[src/rtl/dpsm_pkg.sv]
// Package: power states, command codes and timing for the drive power-state manager.
// Assumes a 20 MHz system clock.
`default_nettype none
package dpsm_pkg;
  typedef enum logic [3:0] {
    DPSM_ACTIVE  = 4'h1,
    DPSM_IDLE    = 4'h2,
    DPSM_STANDBY = 4'h4,
    DPSM_SLEEP   = 4'h8
  } dpsm_state_t;
  localparam logic [7:0] CMD_STANDBY_IMM  = 8'hE0;
  localparam logic [7:0] CMD_IDLE_IMM     = 8'hE1;
  localparam logic [7:0] CMD_STANDBY      = 8'hE2;
  localparam logic [7:0] CMD_IDLE         = 8'hE3;
  localparam logic [7:0] CMD_CHECK_POWER  = 8'hE5;
  localparam logic [7:0] CMD_SLEEP        = 8'hE6;
  localparam logic [7:0] CMD_INIT_PARAMS  = 8'h91;
  localparam logic [7:0] PMODE_STANDBY    = 8'h00;
  localparam logic [7:0] PMODE_IDLE       = 8'h80;
  localparam logic [7:0] PMODE_ACTIVE     = 8'hFF;
  localparam int         CLK_HZ           = 20_000_000;
  localparam int         TMR_W            = 32;
  localparam int         APD_DEFAULT_MS   = 5000;
  localparam logic [TMR_W-1:0] APD_DEFAULT_CYC = TMR_W'(64'(APD_DEFAULT_MS) * 64'(CLK_HZ) / 64'd1000);
  localparam int         SPINUP_US        = 10;
  localparam logic [15:0] SPINUP_CYC = 16'((SPINUP_US * (CLK_HZ / 1_000_000)));
endpackage : dpsm_pkg
`default_nettype wire

[src/rtl/dpsm_top.sv]
// Drive power-state manager: tracks active, idle, standby, sleep and gates commands.
// Assumes commands arrive as a one-cycle strobe from same-clock logic; host reset pins are async.
`default_nettype none
module dpsm_top (
  // Clock and reset
  input  wire logic                       clk_sys,
  input  wire logic                       reset,
  // Host resets and power-on
  input  wire logic                       hard_reset_n,
  input  wire logic                       soft_reset,
  input  wire logic                       power_on_done,
  // Command port
  input  wire logic                       cmd_valid,
  input  wire logic [7:0]                 cmd_code,
  input  wire logic                       cmd_media,
  input  wire logic                       exec_done,
  // Power-down control
  input  wire logic                       apd_enable,
  input  wire logic [dpsm_pkg::TMR_W-1:0] apd_period,
  // Command dispatch
  output logic                            exec_start,
  output logic [7:0]                      exec_code,
  output logic                            cmd_done,
  output logic                            cmd_invalid,
  output logic [7:0]                      power_mode,
  output logic                            power_mode_valid,
  // Power state and circuit control
  output logic [3:0]                      power_state,
  output logic                            actuator_driver_on,
  output logic                            spindle_on,
  output logic                            circuits_full
);
  import dpsm_pkg::*;

  typedef enum logic [2:0] {
    DPSM_X_IDLE  = 3'h1,
    DPSM_X_SPIN  = 3'h2,
    DPSM_X_EXEC  = 3'h4
  } dpsm_xs_t;

  function automatic logic is_power_cmd(input logic [7:0] c);
    is_power_cmd = (c == CMD_IDLE) || (c == CMD_IDLE_IMM) || (c == CMD_STANDBY) ||
                   (c == CMD_STANDBY_IMM) || (c == CMD_SLEEP) || (c == CMD_CHECK_POWER);
  endfunction : is_power_cmd

  function automatic logic is_standby_cmd(input logic [7:0] c);
    is_standby_cmd = (c == CMD_STANDBY) || (c == CMD_STANDBY_IMM);
  endfunction : is_standby_cmd

  function automatic logic is_idle_cmd(input logic [7:0] c);
    is_idle_cmd = (c == CMD_IDLE) || (c == CMD_IDLE_IMM);
  endfunction : is_idle_cmd

  function automatic logic is_instant_cmd(input logic [7:0] c);
    is_instant_cmd = is_power_cmd(c) || (c == CMD_INIT_PARAMS);
  endfunction : is_instant_cmd

  function automatic logic motor_wanted(input dpsm_state_t s, input dpsm_xs_t x);
    motor_wanted = (s == DPSM_ACTIVE) || (s == DPSM_IDLE) || (x == DPSM_X_SPIN);
  endfunction : motor_wanted

  // Synchronised host resets and power-on
  logic hard_rst_sync;
  logic soft_rst_sync;
  logic pon_sync;
  dpsm_sync u_sync_hard (
    .clk_sys (clk_sys),
    .reset   (reset),
    .d_in    (~hard_reset_n),
    .q_out   (hard_rst_sync)
  );
  dpsm_sync u_sync_soft (
    .clk_sys (clk_sys),
    .reset   (reset),
    .d_in    (soft_reset),
    .q_out   (soft_rst_sync)
  );
  dpsm_sync u_sync_pon (
    .clk_sys (clk_sys),
    .reset   (reset),
    .d_in    (power_on_done),
    .q_out   (pon_sync)
  );

  // Edge detection on synchronised levels
  logic host_rst_lvl;
  logic host_rst_d_ff;
  logic pon_d_ff;
  logic host_rst_rise;
  logic pon_rise;
  assign host_rst_lvl = hard_rst_sync | soft_rst_sync;

  always_ff @(posedge clk_sys) begin
    if (reset) begin
      host_rst_d_ff <= 1'b0;
    end else begin
      host_rst_d_ff <= host_rst_lvl;
    end
  end

  always_ff @(posedge clk_sys) begin
    if (reset) begin
      pon_d_ff <= 1'b0;
    end else begin
      pon_d_ff <= pon_sync;
    end
  end
  assign host_rst_rise = host_rst_lvl & ~host_rst_d_ff;
  assign pon_rise      = pon_sync & ~pon_d_ff;

  // Power-down timer
  logic apd_expired;
  logic apd_restart;
  dpsm_timer u_timer (
    .clk_sys (clk_sys),
    .reset   (reset),
    .enable  (apd_enable),
    .restart (apd_restart),
    .period  (apd_period),
    .expired (apd_expired)
  );

  // State registers
  dpsm_state_t state_ff;
  dpsm_state_t nxt_state;
  dpsm_xs_t    xs_ff;
  dpsm_xs_t    nxt_xs;
  logic [7:0]  pend_code_ff;
  logic [15:0] spin_cnt_ff;
  logic        cmd_accept;
  logic        needs_spin;
  logic        spin_done;

  // Sleep refuses all commands; busy execution also refuses new ones
  assign cmd_accept = cmd_valid && (state_ff != DPSM_SLEEP) && (xs_ff == DPSM_X_IDLE);
  assign needs_spin = cmd_media && (state_ff == DPSM_STANDBY) && !is_power_cmd(cmd_code);
  assign spin_done  = (spin_cnt_ff == SPINUP_CYC);

  // Timer restarts on any command, host reset or running command
  assign apd_restart = cmd_valid | host_rst_rise | (xs_ff != DPSM_X_IDLE);

  // Power-state transitions
  always_comb begin
    nxt_state = state_ff;
    if (host_rst_rise) begin
      if (state_ff == DPSM_SLEEP) begin
        nxt_state = DPSM_STANDBY;
      end else if (state_ff == DPSM_STANDBY) begin
        nxt_state = DPSM_STANDBY;
      end else begin
        nxt_state = DPSM_ACTIVE;
      end
    end else if (pon_rise && state_ff != DPSM_SLEEP) begin
      nxt_state = DPSM_ACTIVE;
    end else if (cmd_accept) begin
      if (cmd_code == CMD_SLEEP) begin
        nxt_state = DPSM_SLEEP;
      end else if (is_standby_cmd(cmd_code)) begin
        nxt_state = DPSM_STANDBY;
      end else if (is_idle_cmd(cmd_code)) begin
        nxt_state = DPSM_IDLE;
      end else if (cmd_code == CMD_CHECK_POWER || cmd_code == CMD_INIT_PARAMS) begin
        nxt_state = state_ff;
      end else begin
        nxt_state = DPSM_ACTIVE;
      end
    end else if (state_ff == DPSM_ACTIVE && xs_ff == DPSM_X_IDLE) begin
      nxt_state = DPSM_IDLE;
    end else if (apd_expired && (state_ff == DPSM_IDLE || state_ff == DPSM_ACTIVE) && xs_ff == DPSM_X_IDLE) begin
      nxt_state = DPSM_STANDBY;
    end
  end

  always_ff @(posedge clk_sys) begin
    if (reset) begin
      state_ff <= DPSM_ACTIVE;
    end else begin
      state_ff <= nxt_state;
    end
  end

  // Command execution sequencing
  always_comb begin
    nxt_xs = xs_ff;
    unique case (xs_ff)
      DPSM_X_IDLE: begin
        if (cmd_accept && !is_instant_cmd(cmd_code)) begin
          nxt_xs = needs_spin ? DPSM_X_SPIN : DPSM_X_EXEC;
        end
      end
      DPSM_X_SPIN: begin
        if (spin_done) begin
          nxt_xs = DPSM_X_EXEC;
        end
      end
      DPSM_X_EXEC: begin
        if (exec_done) begin
          nxt_xs = DPSM_X_IDLE;
        end
      end
      default: nxt_xs = DPSM_X_IDLE;
    endcase
    if (host_rst_rise) begin
      nxt_xs = DPSM_X_IDLE;
    end
  end

  always_ff @(posedge clk_sys) begin
    if (reset) begin
      xs_ff <= DPSM_X_IDLE;
    end else begin
      xs_ff <= nxt_xs;
    end
  end

  always_ff @(posedge clk_sys) begin
    if (reset || xs_ff != DPSM_X_SPIN) begin
      spin_cnt_ff <= 16'h0000;
    end else begin
      spin_cnt_ff <= spin_cnt_ff + 16'h0001;
    end
  end

  always_ff @(posedge clk_sys) begin
    if (reset) begin
      pend_code_ff <= 8'h00;
    end else if (cmd_accept) begin
      pend_code_ff <= cmd_code;
    end
  end

  // Dispatch and completion outputs
  always_ff @(posedge clk_sys) begin
    if (reset) begin
      exec_start <= 1'b0;
    end else begin
      exec_start <= (xs_ff != DPSM_X_EXEC) && (nxt_xs == DPSM_X_EXEC) && !host_rst_rise;
    end
  end

  // A deferred command presents its code from the pending register
  always_ff @(posedge clk_sys) begin
    if (reset) begin
      exec_code <= 8'h00;
    end else begin
      exec_code <= (nxt_xs == DPSM_X_EXEC && xs_ff == DPSM_X_SPIN) ? pend_code_ff : cmd_code;
    end
  end

  always_ff @(posedge clk_sys) begin
    if (reset) begin
      cmd_done <= 1'b0;
    end else begin
      cmd_done <= (cmd_accept && is_instant_cmd(cmd_code)) || (xs_ff == DPSM_X_EXEC && exec_done);
    end
  end

  always_ff @(posedge clk_sys) begin
    if (reset) begin
      cmd_invalid <= 1'b0;
    end else begin
      cmd_invalid <= cmd_valid && (state_ff == DPSM_SLEEP);
    end
  end

  // Check power mode answer
  always_ff @(posedge clk_sys) begin
    if (reset) begin
      power_mode_valid <= 1'b0;
    end else begin
      power_mode_valid <= cmd_accept && (cmd_code == CMD_CHECK_POWER);
    end
  end

  // Encoding follows the state held when the query is taken
  always_ff @(posedge clk_sys) begin
    if (reset) begin
      power_mode <= PMODE_ACTIVE;
    end else begin
      unique case (state_ff)
        DPSM_STANDBY: power_mode <= PMODE_STANDBY;
        DPSM_IDLE:    power_mode <= PMODE_IDLE;
        default:      power_mode <= PMODE_ACTIVE;
      endcase
    end
  end

  // Circuit power controls, registered from the next state
  always_ff @(posedge clk_sys) begin
    if (reset) begin
      power_state <= DPSM_ACTIVE;
    end else begin
      power_state <= nxt_state;
    end
  end

  // Actuator driver and spindle run only when the medium may be reached
  always_ff @(posedge clk_sys) begin
    if (reset) begin
      actuator_driver_on <= 1'b1;
    end else begin
      actuator_driver_on <= motor_wanted(nxt_state, nxt_xs);
    end
  end

  always_ff @(posedge clk_sys) begin
    if (reset) begin
      spindle_on <= 1'b1;
    end else begin
      spindle_on <= motor_wanted(nxt_state, nxt_xs);
    end
  end

  // Only active keeps every circuit powered
  always_ff @(posedge clk_sys) begin
    if (reset) begin
      circuits_full <= 1'b1;
    end else begin
      circuits_full <= (nxt_state == DPSM_ACTIVE);
    end
  end
endmodule : dpsm_top
`default_nettype wire

[src/rtl/dpsm_sync.sv]
// Two-flop synchroniser for a level from outside the clock domain.
// Assumes clk_sys and a synchronous active-high reset.
`default_nettype none
module dpsm_sync (
  // Clock and reset
  input  wire logic clk_sys,
  input  wire logic reset,
  // Level
  input  wire logic d_in,
  output logic      q_out
);
  logic meta_ff;
  always_ff @(posedge clk_sys) begin
    if (reset) begin
      meta_ff <= 1'b0;
      q_out   <= 1'b0;
    end else begin
      meta_ff <= d_in;
      q_out   <= meta_ff;
    end
  end
endmodule : dpsm_sync
`default_nettype wire

[src/rtl/dpsm_timer.sv]
// Automatic power-down timer: restarts on command, holds expired high from expiry until restarted.
// Assumes clk_sys and a synchronous active-high reset.
`default_nettype none
module dpsm_timer (
  // Clock and reset
  input  wire logic                      clk_sys,
  input  wire logic                      reset,
  // Control
  input  wire logic                      enable,
  input  wire logic                      restart,
  input  wire logic [dpsm_pkg::TMR_W-1:0] period,
  // Expiry
  output logic                           expired
);
  import dpsm_pkg::*;
  logic [TMR_W-1:0] count_ff;
  always_ff @(posedge clk_sys) begin
    if (reset || !enable || restart) begin
      count_ff <= '0;
      expired  <= 1'b0;
    end else if (count_ff + TMR_W'(1) >= period) begin
      expired  <= 1'b1;
    end else begin
      count_ff <= count_ff + TMR_W'(1);
      expired  <= 1'b0;
    end
  end
endmodule : dpsm_timer
`default_nettype wire

[config.mk]
export PLATFORM = sky130hd
export DESIGN_NAME = dpsm_top
export DESIGN_NICKNAME = d
export VERILOG_FILES = /design/src/rtl/dpsm_pkg.sv /design/src/rtl/dpsm_top.sv /design/src/rtl/dpsm_sync.sv /design/src/rtl/dpsm_timer.sv
export SDC_FILE = /design/constraint.sdc
export NUM_CORES = 1
export LEC_CHECK = 0
export CAP_MARGIN = 20
export CORE_MARGIN = 3
export CORE_UTILIZATION = 25
export CTS_CLUSTER_DIAMETER = 150
export DETAILED_ROUTE_END_ITERATION = 16
export DONT_BUFFER_PORTS = 1
export HOLD_SLACK_MARGIN = 0.06
export MAX_ROUTING_LAYER = met4
export PLACE_DENSITY = 0.45
export SYNTH_ARGS = -nofsm -noshare
export SYNTH_HDL_FRONTEND = slang
export SYNTH_SLANG_ARGS = --single-unit
[constraint.sdc]
create_clock -name clk_sys -period 4.1 [get_ports clk_sys]
set_input_delay 0.615 -clock clk_sys [delete_from_list [all_inputs] [get_ports clk_sys]]
set_output_delay 0.615 -clock clk_sys [all_outputs]
set_load 0.005 [all_outputs]
==> summary.md, run 1 <==
| Metric | Value |
|---|---|
| Post-CTS Setup Inserts | `0` |
| Cts bufs inserted | `9` |
| WP data required | `roughly 4.4 ns` |
| Max-cap viol count | `0` |
| GRT overflow | `0` |
| Via count | `roughly 4.3k` |
| Fill cell count | `about 2.2k` |
| Async S/R FF share, synth | `0%` |
| Hold depth | `1` |
| Routed WL | `about 13000 µm` |
| Hold_ws | `around 0.33 ns` |
| Root buf cell | `clkbuf_16` |
| Post-CTS Hold Fix Bufs | `0` |
| Power per cell area | `approximately 320 nW/µm²` |
| Reg2Reg Depth | `15` |
| Initial antenna violation count | `0` |
| DR vias/cell | `roughly 4.8` |
| Clock buffer depth | `2` |
| Crit-path cells | `ha_1 -> and3_1 -> and3_1 -> nand3_1 -> or2_2 -> xnor2_1 -> ha_1 -> nand2_1 -> o21ai_0 -> a21oi_1 -> nor2_1 -> o41a_4 -> buf_12 -> or4_1 -> a21oi_1` |
| Synth Flop Type | `dfxtp_1` |
| Row Count | `52` |
| Cts repair resizes | `0` |
| Slew @ Worst Pin | `roughly 0.66 ns` |
| Yosys cell types | `54` |
| DRC Markers | `0` |
| Net Count, Synth | `between 700 and 800` |
| DRT antenna net count | `0` |
| Avg Cell Area, Syn | `between 8 and 9 µm²` |
| GRT Overall Usage | `between 10% and 20%` |
| Area of the mapped netlist | `~5200 µm²` |
| HP Class | `in2reg` |
| Post-DP HPWL | `approximately 9500 µm` |
| Initial Utilization | `25.5%` |
| Setup violations, final | `0` |
| Outcome | `finished clean` |
| CTS clock-pin slew for the worst setup and hold paths | `about 0.07 ns` |
| Largest net degree at the start of global routing | `52` |
| CP max stage delay | `0.49 ns` |
| First-pass GRT wire length | `~21000 µm` |
| Antenna diodes | `0` |
| P&R area growth vs syn | `12.0%` |
| Final Core Density | `between 20% and 30%` |
| Nets@finish | `700` |
| I/O Buffers | `0` |
| Static leakage | `between 2 and 2.5 nW` |
| Fmax | `roughly 270 MHz` |
| CTS tree | `built` |
| CP Launch Type | `flip-flop` |
| Fin crit share | `91.8%` |
| H-tree levels | `3` |
| Core Area | `about 20000 µm²` |
| Critical Path AT | `4.04 ns` |
| WS Path Type | `reg2reg` |
| Gate Count Post-Synth | `roughly 620` |
| Clock Latency Late Sink | `between 0.3 and 0.4 ns` |
| Post-synth EDFFs | `0` |
| Die width | `between 150 and 200 µm` |
| Critical path's slowest cell | `o41a_4` |
| Clock Sinks | `88` |
| Maximum vdd drop | `between 0.2 and 0.25 mV` |
| Die height | `~150 µm` |
| Relative slew slack | `a little under three fifths` |
| Critical path peak fanout | `approximately 40` |
| Final max-slew violation count | `0` |
| IO Count | `76` |
| Unrepaired setup endpoints after global routing | `false` |
| Final Hold Viols | `0` |
| First-pass DRT Iterations | `4` |
| Cell area after placement | `between 5000 and 6000 µm²` |
| CP Capture Type | `flip-flop` |
| Tmin final | `3.76 ns` |
| Sequential share of the synthesized area | `between 30% and 40%` |
| Full die area | `~23000 µm²` |
| Share of cells above drive strength 1 | `under 10%` |
| Yosys warning count | `0` |
| Setup TNS | `0 ns` |
| Synth Register Bits | `88` |
| Final std cell area, no fill | `slightly below 6000 µm²` |
| RD Place Congestion | `between 0.7 and 0.8` |
| Routed wire length per instance | `around 14 µm` |
| Vias in the first global route | `~4.2k` |
| Clock skew | `approximately 0.0085 ns` |
| First DRT Iteration DRCs | `just under 200` |
placed cells by master, fill, tap and decap left out, drive strengths merged, types with 17 or more instances in the layout:
master / Yosys / routed
nor2: 66 / 66
o21ai: 17 / 17
a21oi: 46 / 46
xnor2: 32 / 32
ha: 35 / 35
inv: 38 / 42
or4: 22 / 22
nand3: 33 / 33
dfxtp: 88 / 88
o31ai: 20 / 20
nand2: 40 / 40
through the flow:
step                      power, W  cells  worst slack (ns)
after detailed placement   0.00103    874            0.0600
after global routing       0.00194    891           0.00613
after global placement     0.00103    874             0.243
after CTS                  0.00189    890            0.0209
final                      0.00186    891             0.336
after floorplan            0.00101    624             0.515
state kept, by name, summed over array words and instances (netlist names), 2 cells and up:
| register | cells |
|---|---|
| pend_code_ff | 8 |
| spin_cnt_ff | 16 |
| xs_ff | 3 |
| power_mode | 2 |
| power_state | 4 |
| u_timer.count_ff | 32 |
| exec_code | 8 |
cell type report:
cell class	count	area (µm²)	area share [%]
clock buffer	9	225	3.88
tap	270	338	5.82
clock inverter	7	77.6	1.34
multi-input combinational	466	3140	54.1
timing repair buffer	13	120	2.07
sequential	88	1760	30.3
inverter	38	143	2.46
report_power, final:
part,switching (W),internal [W]
Clock,0.000370,0.000480
Combinational,0.0000675,0.0000491
Sequential,0.0000164,0.000876
Total,0.000453,0.00141
final timing paths:
kind                       start  slack (ns)              endpoint
max reg2reg  u_timer.count_ff[1]        0.34  u_timer.count_ff[24]
min                 hard_reset_n        0.33   u_sync_hard.meta_ff
max          u_timer.count_ff[1]        0.34  u_timer.count_ff[24]
min reg2reg   u_sync_pon.meta_ff        0.44      u_sync_pon.q_out
synthesized netlist by cell type, drive strengths merged (2+ instances only):
cell type | instances | area, µm²
o211ai | 2 | 15.0
nor3 | 8 | 45.0
inv | 38 | 143
nor4 | 7 | 50.1
a41o | 2 | 20.0
nor2 | 66 | 250
nor2b | 9 | 56.3
and4 | 2 | 17.5
o41ai | 4 | 42.6
o21ai | 17 | 85.1
ha | 35 | 438
nor3b | 2 | 15.0
buf | 16 | 113
xor2 | 16 | 140
clkbuf | 16 | 60.1
dfxtp | 88 | 1760
and3 | 12 | 75.1
nand2b | 12 | 75.1
nand4b | 3 | 26.3
a21o | 5 | 37.5
and2 | 3 | 18.8
or3 | 6 | 37.5
o21a | 3 | 22.5
or4 | 22 | 165
o311ai | 3 | 26.3
a211oi | 2 | 20.0
a31o | 3 | 26.3
a21oi | 46 | 230
nand4 | 16 | 100
nand3b | 4 | 30.0
a31oi | 3 | 18.8
nand3 | 33 | 165
or4b | 2 | 20.0
or2 | 2 | 12.5
xnor2 | 32 | 280
nand2 | 40 | 150
mux2i | 16 | 160
o31ai | 20 | 150
critical path, delay by kind of cell (launching register included):
family	cells	cell delay [ns]
xor+xnor	1	0.13
simple gates	7	1.59
compound gates	4	0.87
flops	1	0.37
buf+inv	1	0.18
fa+ha+maj	2	0.53
cells by family (layout without fill, tap and decap cells):
group,Yosys count,after routing,share of synthesized area (%)
compound gates,116,116,14.7
xor+xnor,48,48,8.11
fa+ha+maj,35,35,8.45
buf+inv,70,67,6.08
flops,88,88,34.0
mux,16,16,3.09
simple gates,251,251,25.6
routing by layer:
layer	GRT usage, %	share of wire [%]	vias to the layer above
li1	-	-	2222
met1	15.1	48	2002
met2	18.2	46	77
met3	2.97	4.5	15
met4	4.16	1.7	0
met5	-	0	-
Power figures use the tool's default switching activity.
==> run 2, diff against run 1 <==
--- a/config.mk
+++ b/config.mk
@@ -6,7 +6,6 @@
 export NUM_CORES = 1
 export LEC_CHECK = 0
 export CAP_MARGIN = 20
-export CORE_MARGIN = 3
 export CORE_UTILIZATION = 25
 export CTS_CLUSTER_DIAMETER = 150
 export DETAILED_ROUTE_END_ITERATION = 16
==> run 2 against run 1 <==
  * Worst hold slack worse by 0.0072 ns
  * Sequential power about the same
  * Clock skew rose by 0.0024 ns
  * Die area down 5.3%
  * Combinational power about the same
  * Final cell count up 0.22%
  * Clock power increased by 2.8%
  * Critical path depth did not move
  * Cell area hardly changed
==> summary.md, run 2 (synthesis gave the netlist of run 1 again) <==
| Metric | Value |
|---|---|
| Outcome | `finished clean (unchanged)` |
| Hold_ws | `0.319 ns (was 0.327 ns)` |
| Nets@finish | `702 (was 700)` |
| Full die area | `21300 µm² (was 22500 µm²)` |
| I/O Buffers | `0 (unchanged)` |
| First-pass GRT wire length | `21200 µm (was 20900 µm)` |
| Clock skew | `0.0110 ns (was 0.00853 ns)` |
| DRT antenna net count | `0 (unchanged)` |
| Reg with most FFs | `u_timer.count_ff (unchanged)` |
| Routed WL | `12900 µm (about the same)` |
| Initial Utilization | `25.5% (unchanged)` |
| Slew @ Worst Pin | `0.581 ns (was 0.655 ns)` |
| First-pass DRT Iterations | `5 (was 4)` |
| Post-CTS Hold Fix Bufs | `0 (unchanged)` |
| H-tree levels | `3 (unchanged)` |
| Relative slew slack | `61.2% (was 56.2%)` |
| Largest net degree at the start of global routing | `52 (unchanged)` |
| Fmax | `265 MHz (was 266 MHz)` |
| CP Launch Type | `flip-flop (unchanged)` |
| Commonest cells after routing, fill and taps aside | `dfxtp_1 (88), nor2_1 (65), a21oi_1 (46) (unchanged)` |
| Final std cells w/o fill | `893 (was 891)` |
| Share of cells above drive strength 1 | `7.06% (was 6.76%)` |
| Final max-slew violation count | `0 (unchanged)` |
| GRT overflow | `0 (unchanged)` |
| Via count | `4379 (was 4316)` |
| Fill cell count | `2192 (was 2181)` |
| Register area | `1760 µm² (unchanged)` |
| CP Capture Type | `flip-flop (unchanged)` |
| Max-cap viol count | `0 (unchanged)` |
| Unrepaired setup endpoints after global routing | `false (unchanged)` |
| Fin crit share | `91.9% (was 91.8%)` |
| IO Count | `76 (unchanged)` |
| Root buf cell | `clkbuf_16 (unchanged)` |
| Die height | `146 µm (was 150 µm)` |
| Area of the multi-input gates | `3120 µm² (was 3140 µm²)` |
| Largest regs | `u_timer.count_ff: 32 flops, spin_cnt_ff: 16 flops (unchanged)` |
| HP Class | `in2reg (unchanged)` |
| Reg2Reg Depth | `15 (unchanged)` |
| Clock Latency Late Sink | `0.35 ns (about the same)` |
| Row Count | `52 (unchanged)` |
| Reg-to-reg critical path startpoint | `u_timer.count_ff[1] (unchanged)` |
| Hold depth | `1 (unchanged)` |
| Tmin final | `3.77 ns (was 3.76 ns)` |
| Clock buffer depth | `2 (unchanged)` |
| CP endpoint | `u_timer.count_ff[4] (was u_timer.count_ff[24])` |
| Critical Path AT | `4.05 ns (was 4.04 ns)` |
| Post-DP HPWL | `9410 µm (was 9460 µm)` |
| CTS tree | `built (unchanged)` |
| Cts bufs inserted | `9 (unchanged)` |
| Final Core Density | `28.6% (about the same)` |
| WP data required | `4.38 ns (about the same)` |
| CP startpoint | `u_timer.count_ff[1] (unchanged)` |
| R2R setup slack | `0.33 ns (was 0.34 ns)` |
| Most common cell after layout, fill and taps aside | `dfxtp_1 (unchanged)` |
| Critical path peak fanout | `51 (was 41)` |
| Routed wire length per instance | `14.4 µm (about the same)` |
| Clock Sinks | `88 (unchanged)` |
| DRC Markers | `0 (unchanged)` |
| Die width | `146 µm (was 150 µm)` |
| Maximum vdd drop | `0.216 mV (was 0.215 mV)` |
| Final Hold Viols | `0 (unchanged)` |
| WS Path Type | `reg2reg (unchanged)` |
| Setup TNS | `0 ns (unchanged)` |
| Largest register FFs | `32 (unchanged)` |
| Inst Count DP | `873 (was 874)` |
| GRT Overall Usage | `12.6% (was 11.8%)` |
| DR vias/cell | `4.90 (was 4.84)` |
| P&R area growth vs syn | `12.0% (about the same)` |
| Setup violations, final | `0 (unchanged)` |
| Worst R2R End | `u_timer.count_ff[4] (was u_timer.count_ff[24])` |
| Antenna diodes | `0 (unchanged)` |
| Initial antenna violation count | `0 (unchanged)` |
| Vias in the first global route | `4153 (was 4194)` |
| CTS clock-pin slew for the worst setup and hold paths | `0.07 ns (about the same)` |
| Core Area | `20300 µm² (unchanged)` |
| Power per cell area | `324 nW/µm² (was 320 nW/µm²)` |
| First DRT Iteration DRCs | `184 (was 197)` |
| RD Place Congestion | `0.825 (was 0.789)` |
| Static leakage | `2.32 nW (about the same)` |
run 2: worst max-delay path, cell delays in order, from the launching register on:
cell	delay, ns
dfxtp_1	0.37
ha_1	0.26
and3_1	0.20
nand3_1	0.16
nor3_4	0.30
nand2_1	0.12
nor2_1	0.16
xor2_1	0.27
ha_1	0.28
nand4_1	0.17
nor2_1	0.08
a221oi_1	0.33
nand3_1	0.19
buf_12	0.22
or4_1	0.41
a21oi_1	0.15
run 2: how the worst min path moves through the flow:
stage | startpoint | end
2_1_floorplan | u_sync_hard.meta_ff | u_sync_hard.q_out
3_3_place_gp | u_sync_hard.meta_ff | u_sync_hard.q_out
3_5_place_dp | u_sync_hard.meta_ff | u_sync_hard.q_out
4_1_cts | hard_reset_n | u_sync_hard.meta_ff
5_1_grt | hard_reset_n | u_sync_hard.meta_ff
6_report | hard_reset_n | u_sync_hard.meta_ff
run 2: per-stage QoR:
| stage | power, W | setup slack (ns) | instance area [µm²] |
|---|---|---|---|
| finish | 0.00188 | 0.332 | 5810 |
| global placement | 0.00103 | 0.275 | 5460 |
| floorplan | 0.00101 | 0.515 | 5180 |
| CTS | 0.00191 | 0.122 | 5770 |
| detailed placement | 0.00103 | 0.144 | 5460 |
| global route | 0.00196 | 0.0272 | 5810 |
run 2: power breakdown:
group	switching, W	internal (W)	leakage, nW
clock	0.000388	0.000486	0.150
combinational	0.0000674	0.0000489	1.46
sequential	0.0000167	0.000876	0.715
run 2: routing by layer:
layer	vias up	share of wire, %	GRT usage, %
met5	-	0	-
met4	0	1.4	4.27
met3	13	4.8	2.66
met2	114	45	18.9
met1	2040	49	16.8
li1	2212	-	-
run 2: area by class of cell:
class,count,area share (%)
clock buffers,9,3.88
flip-flops and latches,88,30.3
well taps,270,5.82
multi-input cells,466,53.7
inverters,38,2.46
repair buffers,15,2.33
clock inverters,7,1.53
run 2: what timing repair did:
item                       4_1_cts  5_1_grt
resized for setup                0        2
hold endpoints to repair         0        0
setup endpoints to repair        0       33
buffers inserted                 0        2
==> run 3, diff against run 2 <==
--- a/config.mk
+++ b/config.mk
@@ -11,7 +11,6 @@
 export DETAILED_ROUTE_END_ITERATION = 16
 export DONT_BUFFER_PORTS = 1
 export HOLD_SLACK_MARGIN = 0.06
-export MAX_ROUTING_LAYER = met4
 export PLACE_DENSITY = 0.45
 export SYNTH_ARGS = -nofsm -noshare
 export SYNTH_HDL_FRONTEND = slang
==> run 3 against run 2 <==
  * Clock skew up 0.00086 ns
  * Count of clock-buffer cells in the layout unchanged
  * Die area unchanged
  * Sequential cell count unchanged
  * First-iteration DRC count down 13%
  * Highest routed layer unchanged
==> summary.md, run 3 (synthesis gave the netlist of run 1 again) <==
| Metric | Value |
|---|---|
| Clock skew | `0.0118 ns (was 0.0110 ns)` |
| Clock buffer depth | `2 (unchanged)` |
| Core Area | `20300 µm² (unchanged)` |
| Commonest cells after routing, fill and taps aside | `dfxtp_1 (88), nor2_1 (65), a21oi_1 (46) (unchanged)` |
| GRT overflow | `0 (unchanged)` |
| Unrepaired setup endpoints after global routing | `false (unchanged)` |
| Int Pwr | `0.00141 W (about the same)` |
| Nets@finish | `702 (unchanged)` |
| Cell area after placement | `5460 µm² (unchanged)` |
| Reg with most FFs | `u_timer.count_ff (unchanged)` |
| Routed wire length per instance | `14.4 µm (about the same)` |
| Critical path peak fanout | `51 (unchanged)` |
| NetSw | `0.000471 W (was 0.000472 W)` |
| Final Hold Viols | `0 (unchanged)` |
| Clock power share | `46.4% (about the same)` |
| P&R area growth vs syn | `12.0% (unchanged)` |
| CP Launch Type | `flip-flop (unchanged)` |
| HP Class | `in2reg (unchanged)` |
| Cts bufs inserted | `9 (unchanged)` |
| WP data required | `4.37 ns (was 4.38 ns)` |
| CTS clock-pin slew for the worst setup and hold paths | `0.07 ns (about the same)` |
| Static leakage | `2.32 nW (unchanged)` |
| Setup TNS | `0 ns (unchanged)` |
| Final std cell area, no fill | `5810 µm² (unchanged)` |
| DRC Markers | `0 (unchanged)` |
| CP Capture Type | `flip-flop (unchanged)` |
| Final std cells w/o fill | `893 (unchanged)` |
| First-pass GRT wire length | `21200 µm (about the same)` |
| Vias in the first global route | `4151 (was 4153)` |
| Maximum vdd drop | `0.215 mV (was 0.216 mV)` |
| Combinational Power Share | `6.2% (about the same)` |
| First-pass DRT Iterations | `4 (was 5)` |
| Max-cap viol count | `0 (unchanged)` |
| Root buf cell | `clkbuf_16 (unchanged)` |
| DRT antenna net count | `0 (unchanged)` |
| Outcome | `finished clean (unchanged)` |
| Post-DP HPWL | `9410 µm (unchanged)` |
| Largest regs | `u_timer.count_ff: 32 flops, spin_cnt_ff: 16 flops (unchanged)` |
| RD Place Congestion | `0.807 (was 0.825)` |
| Largest net degree at the start of global routing | `52 (unchanged)` |
| Critical Path AT | `4.04 ns (was 4.05 ns)` |
| GRT Overall Usage | `12.3% (was 12.6%)` |
| Share of cells above drive strength 1 | `7.06% (unchanged)` |
| Antenna diodes | `0 (unchanged)` |
| Fin crit share | `92.0% (was 91.9%)` |
| Sequential power share | `47.4% (about the same)` |
| Sw Ratio | `25.0% (was 25.1%)` |
| Inst Count DP | `873 (unchanged)` |
| Slew @ Worst Pin | `0.579 ns (was 0.581 ns)` |
| I/O Buffers | `0 (unchanged)` |
| Die height | `146 µm (unchanged)` |
| Clock Latency Late Sink | `0.35 ns (about the same)` |
| Crit-path cells | `ha_1 -> and3_1 -> nand3_1 -> nor3_4 -> nand2_1 -> nor2_1 -> xor2_1 -> ha_1 -> nand4_1 -> nor2_1 -> a221oi_1 -> nand3_1 -> buf_12 -> or4_1 -> a21oi_1 (unchanged)` |
| Initial antenna violation count | `0 (unchanged)` |
| Setup violations, final | `0 (unchanged)` |
| Largest register FFs | `32 (unchanged)` |
| Final max-slew violation count | `0 (unchanged)` |
| First DRT Iteration DRCs | `160 (was 184)` |
| Critical path's slowest cell | `or4_1 (unchanged)` |
| Post-CTS Hold Fix Bufs | `0 (unchanged)` |
| H-tree levels | `3 (unchanged)` |
| WS Path Type | `reg2reg (unchanged)` |
| Most common cell after layout, fill and taps aside | `dfxtp_1 (unchanged)` |
| Initial Utilization | `25.5% (unchanged)` |
| Relative slew slack | `61.3% (was 61.2%)` |
| Power per cell area | `324 nW/µm² (about the same)` |
| CP max stage delay | `0.41 ns (about the same)` |
| Tmin final | `3.77 ns (about the same)` |
| IO Count | `76 (unchanged)` |
| Routed WL | `12800 µm (was 12900 µm)` |
| Die width | `146 µm (unchanged)` |
| Clock Sinks | `88 (unchanged)` |
| CTS tree | `built (unchanged)` |
| Full die area | `21300 µm² (unchanged)` |
| DR vias/cell | `4.89 (was 4.90)` |
| Via count | `4369 (was 4379)` |
| Row Count | `52 (unchanged)` |
| Fmax | `265 MHz (about the same)` |
## run 3: worst paths after layout
path,cells past startpoint,start,slack [ns],to
setup / recovery,15,u_timer.count_ff[1],0.33,u_timer.count_ff[24]
hold / removal,1,hard_reset_n,0.32,u_sync_hard.meta_ff
setup reg to reg,15,u_timer.count_ff[1],0.33,u_timer.count_ff[24]
hold reg to reg,1,u_sync_hard.meta_ff,0.45,u_sync_hard.q_out
## run 3: through the flow
step           hold slack (ns)  worst slack [ns]  utilization [%]  total power [W]
4_1_cts                  0.312             0.122             28.4          0.00191
3_3_place_gp             0.432             0.275             26.9          0.00103
5_1_grt                  0.302            0.0273             28.6          0.00197
3_5_place_dp             0.438             0.144             26.9          0.00103
6_report                 0.321             0.329             28.6          0.00188
2_1_floorplan            0.414             0.515                -          0.00101
## run 3: power groups by stage
stage          clock [W]  combinational, W  sequential [W]
3_5_place_dp           0          0.000117        0.000912
6_report        0.000873          0.000116        0.000892
5_1_grt         0.000938          0.000133        0.000894
2_1_floorplan          0         0.0000998        0.000906
4_1_cts         0.000897          0.000117        0.000892
3_3_place_gp           0          0.000114        0.000912
## run 3: cell type report
cell class | instances | area [µm²]
timing repair buffer | 15 | 135
fill | 2192 | 14500
clock buffer | 9 | 225
multi-input combinational | 466 | 3120
clock inverter | 7 | 88.8
tap | 270 | 338
inverter | 38 | 143
sequential | 88 | 1760
## run 3: per-layer routing
layer | share of wire, % | routed length [µm] | global-route usage (%) | up-vias
li1 | - | - | - | 2212
met1 | 48 | 6230 | 16.6 | 2054
met2 | 45 | 5840 | 18.9 | 88
met3 | 4.6 | 586 | 3.00 | 15
met4 | 1.5 | 188 | 4.27 | 0
met5 | 0 | 0 | 0 | -
## run 3: what timing repair did
item / 4_1_cts / 5_1_grt
gates resized for setup: 0 / 2
buffers inserted: 0 / 2
setup endpoints to repair: 0 / 33
## run 3: critical path, delay by kind of cell, from the launching register on
| family | cells | cell delay [ns] |
|---|---|---|
| AND/OR/NAND/NOR | 9 | 1.81 |
| adder cells (fa/ha/maj) | 2 | 0.54 |
| AO/OA/AOI/OAI | 2 | 0.49 |
| flip-flops | 1 | 0.37 |
| XOR/XNOR | 1 | 0.27 |
| buffers and inverters | 1 | 0.22 |
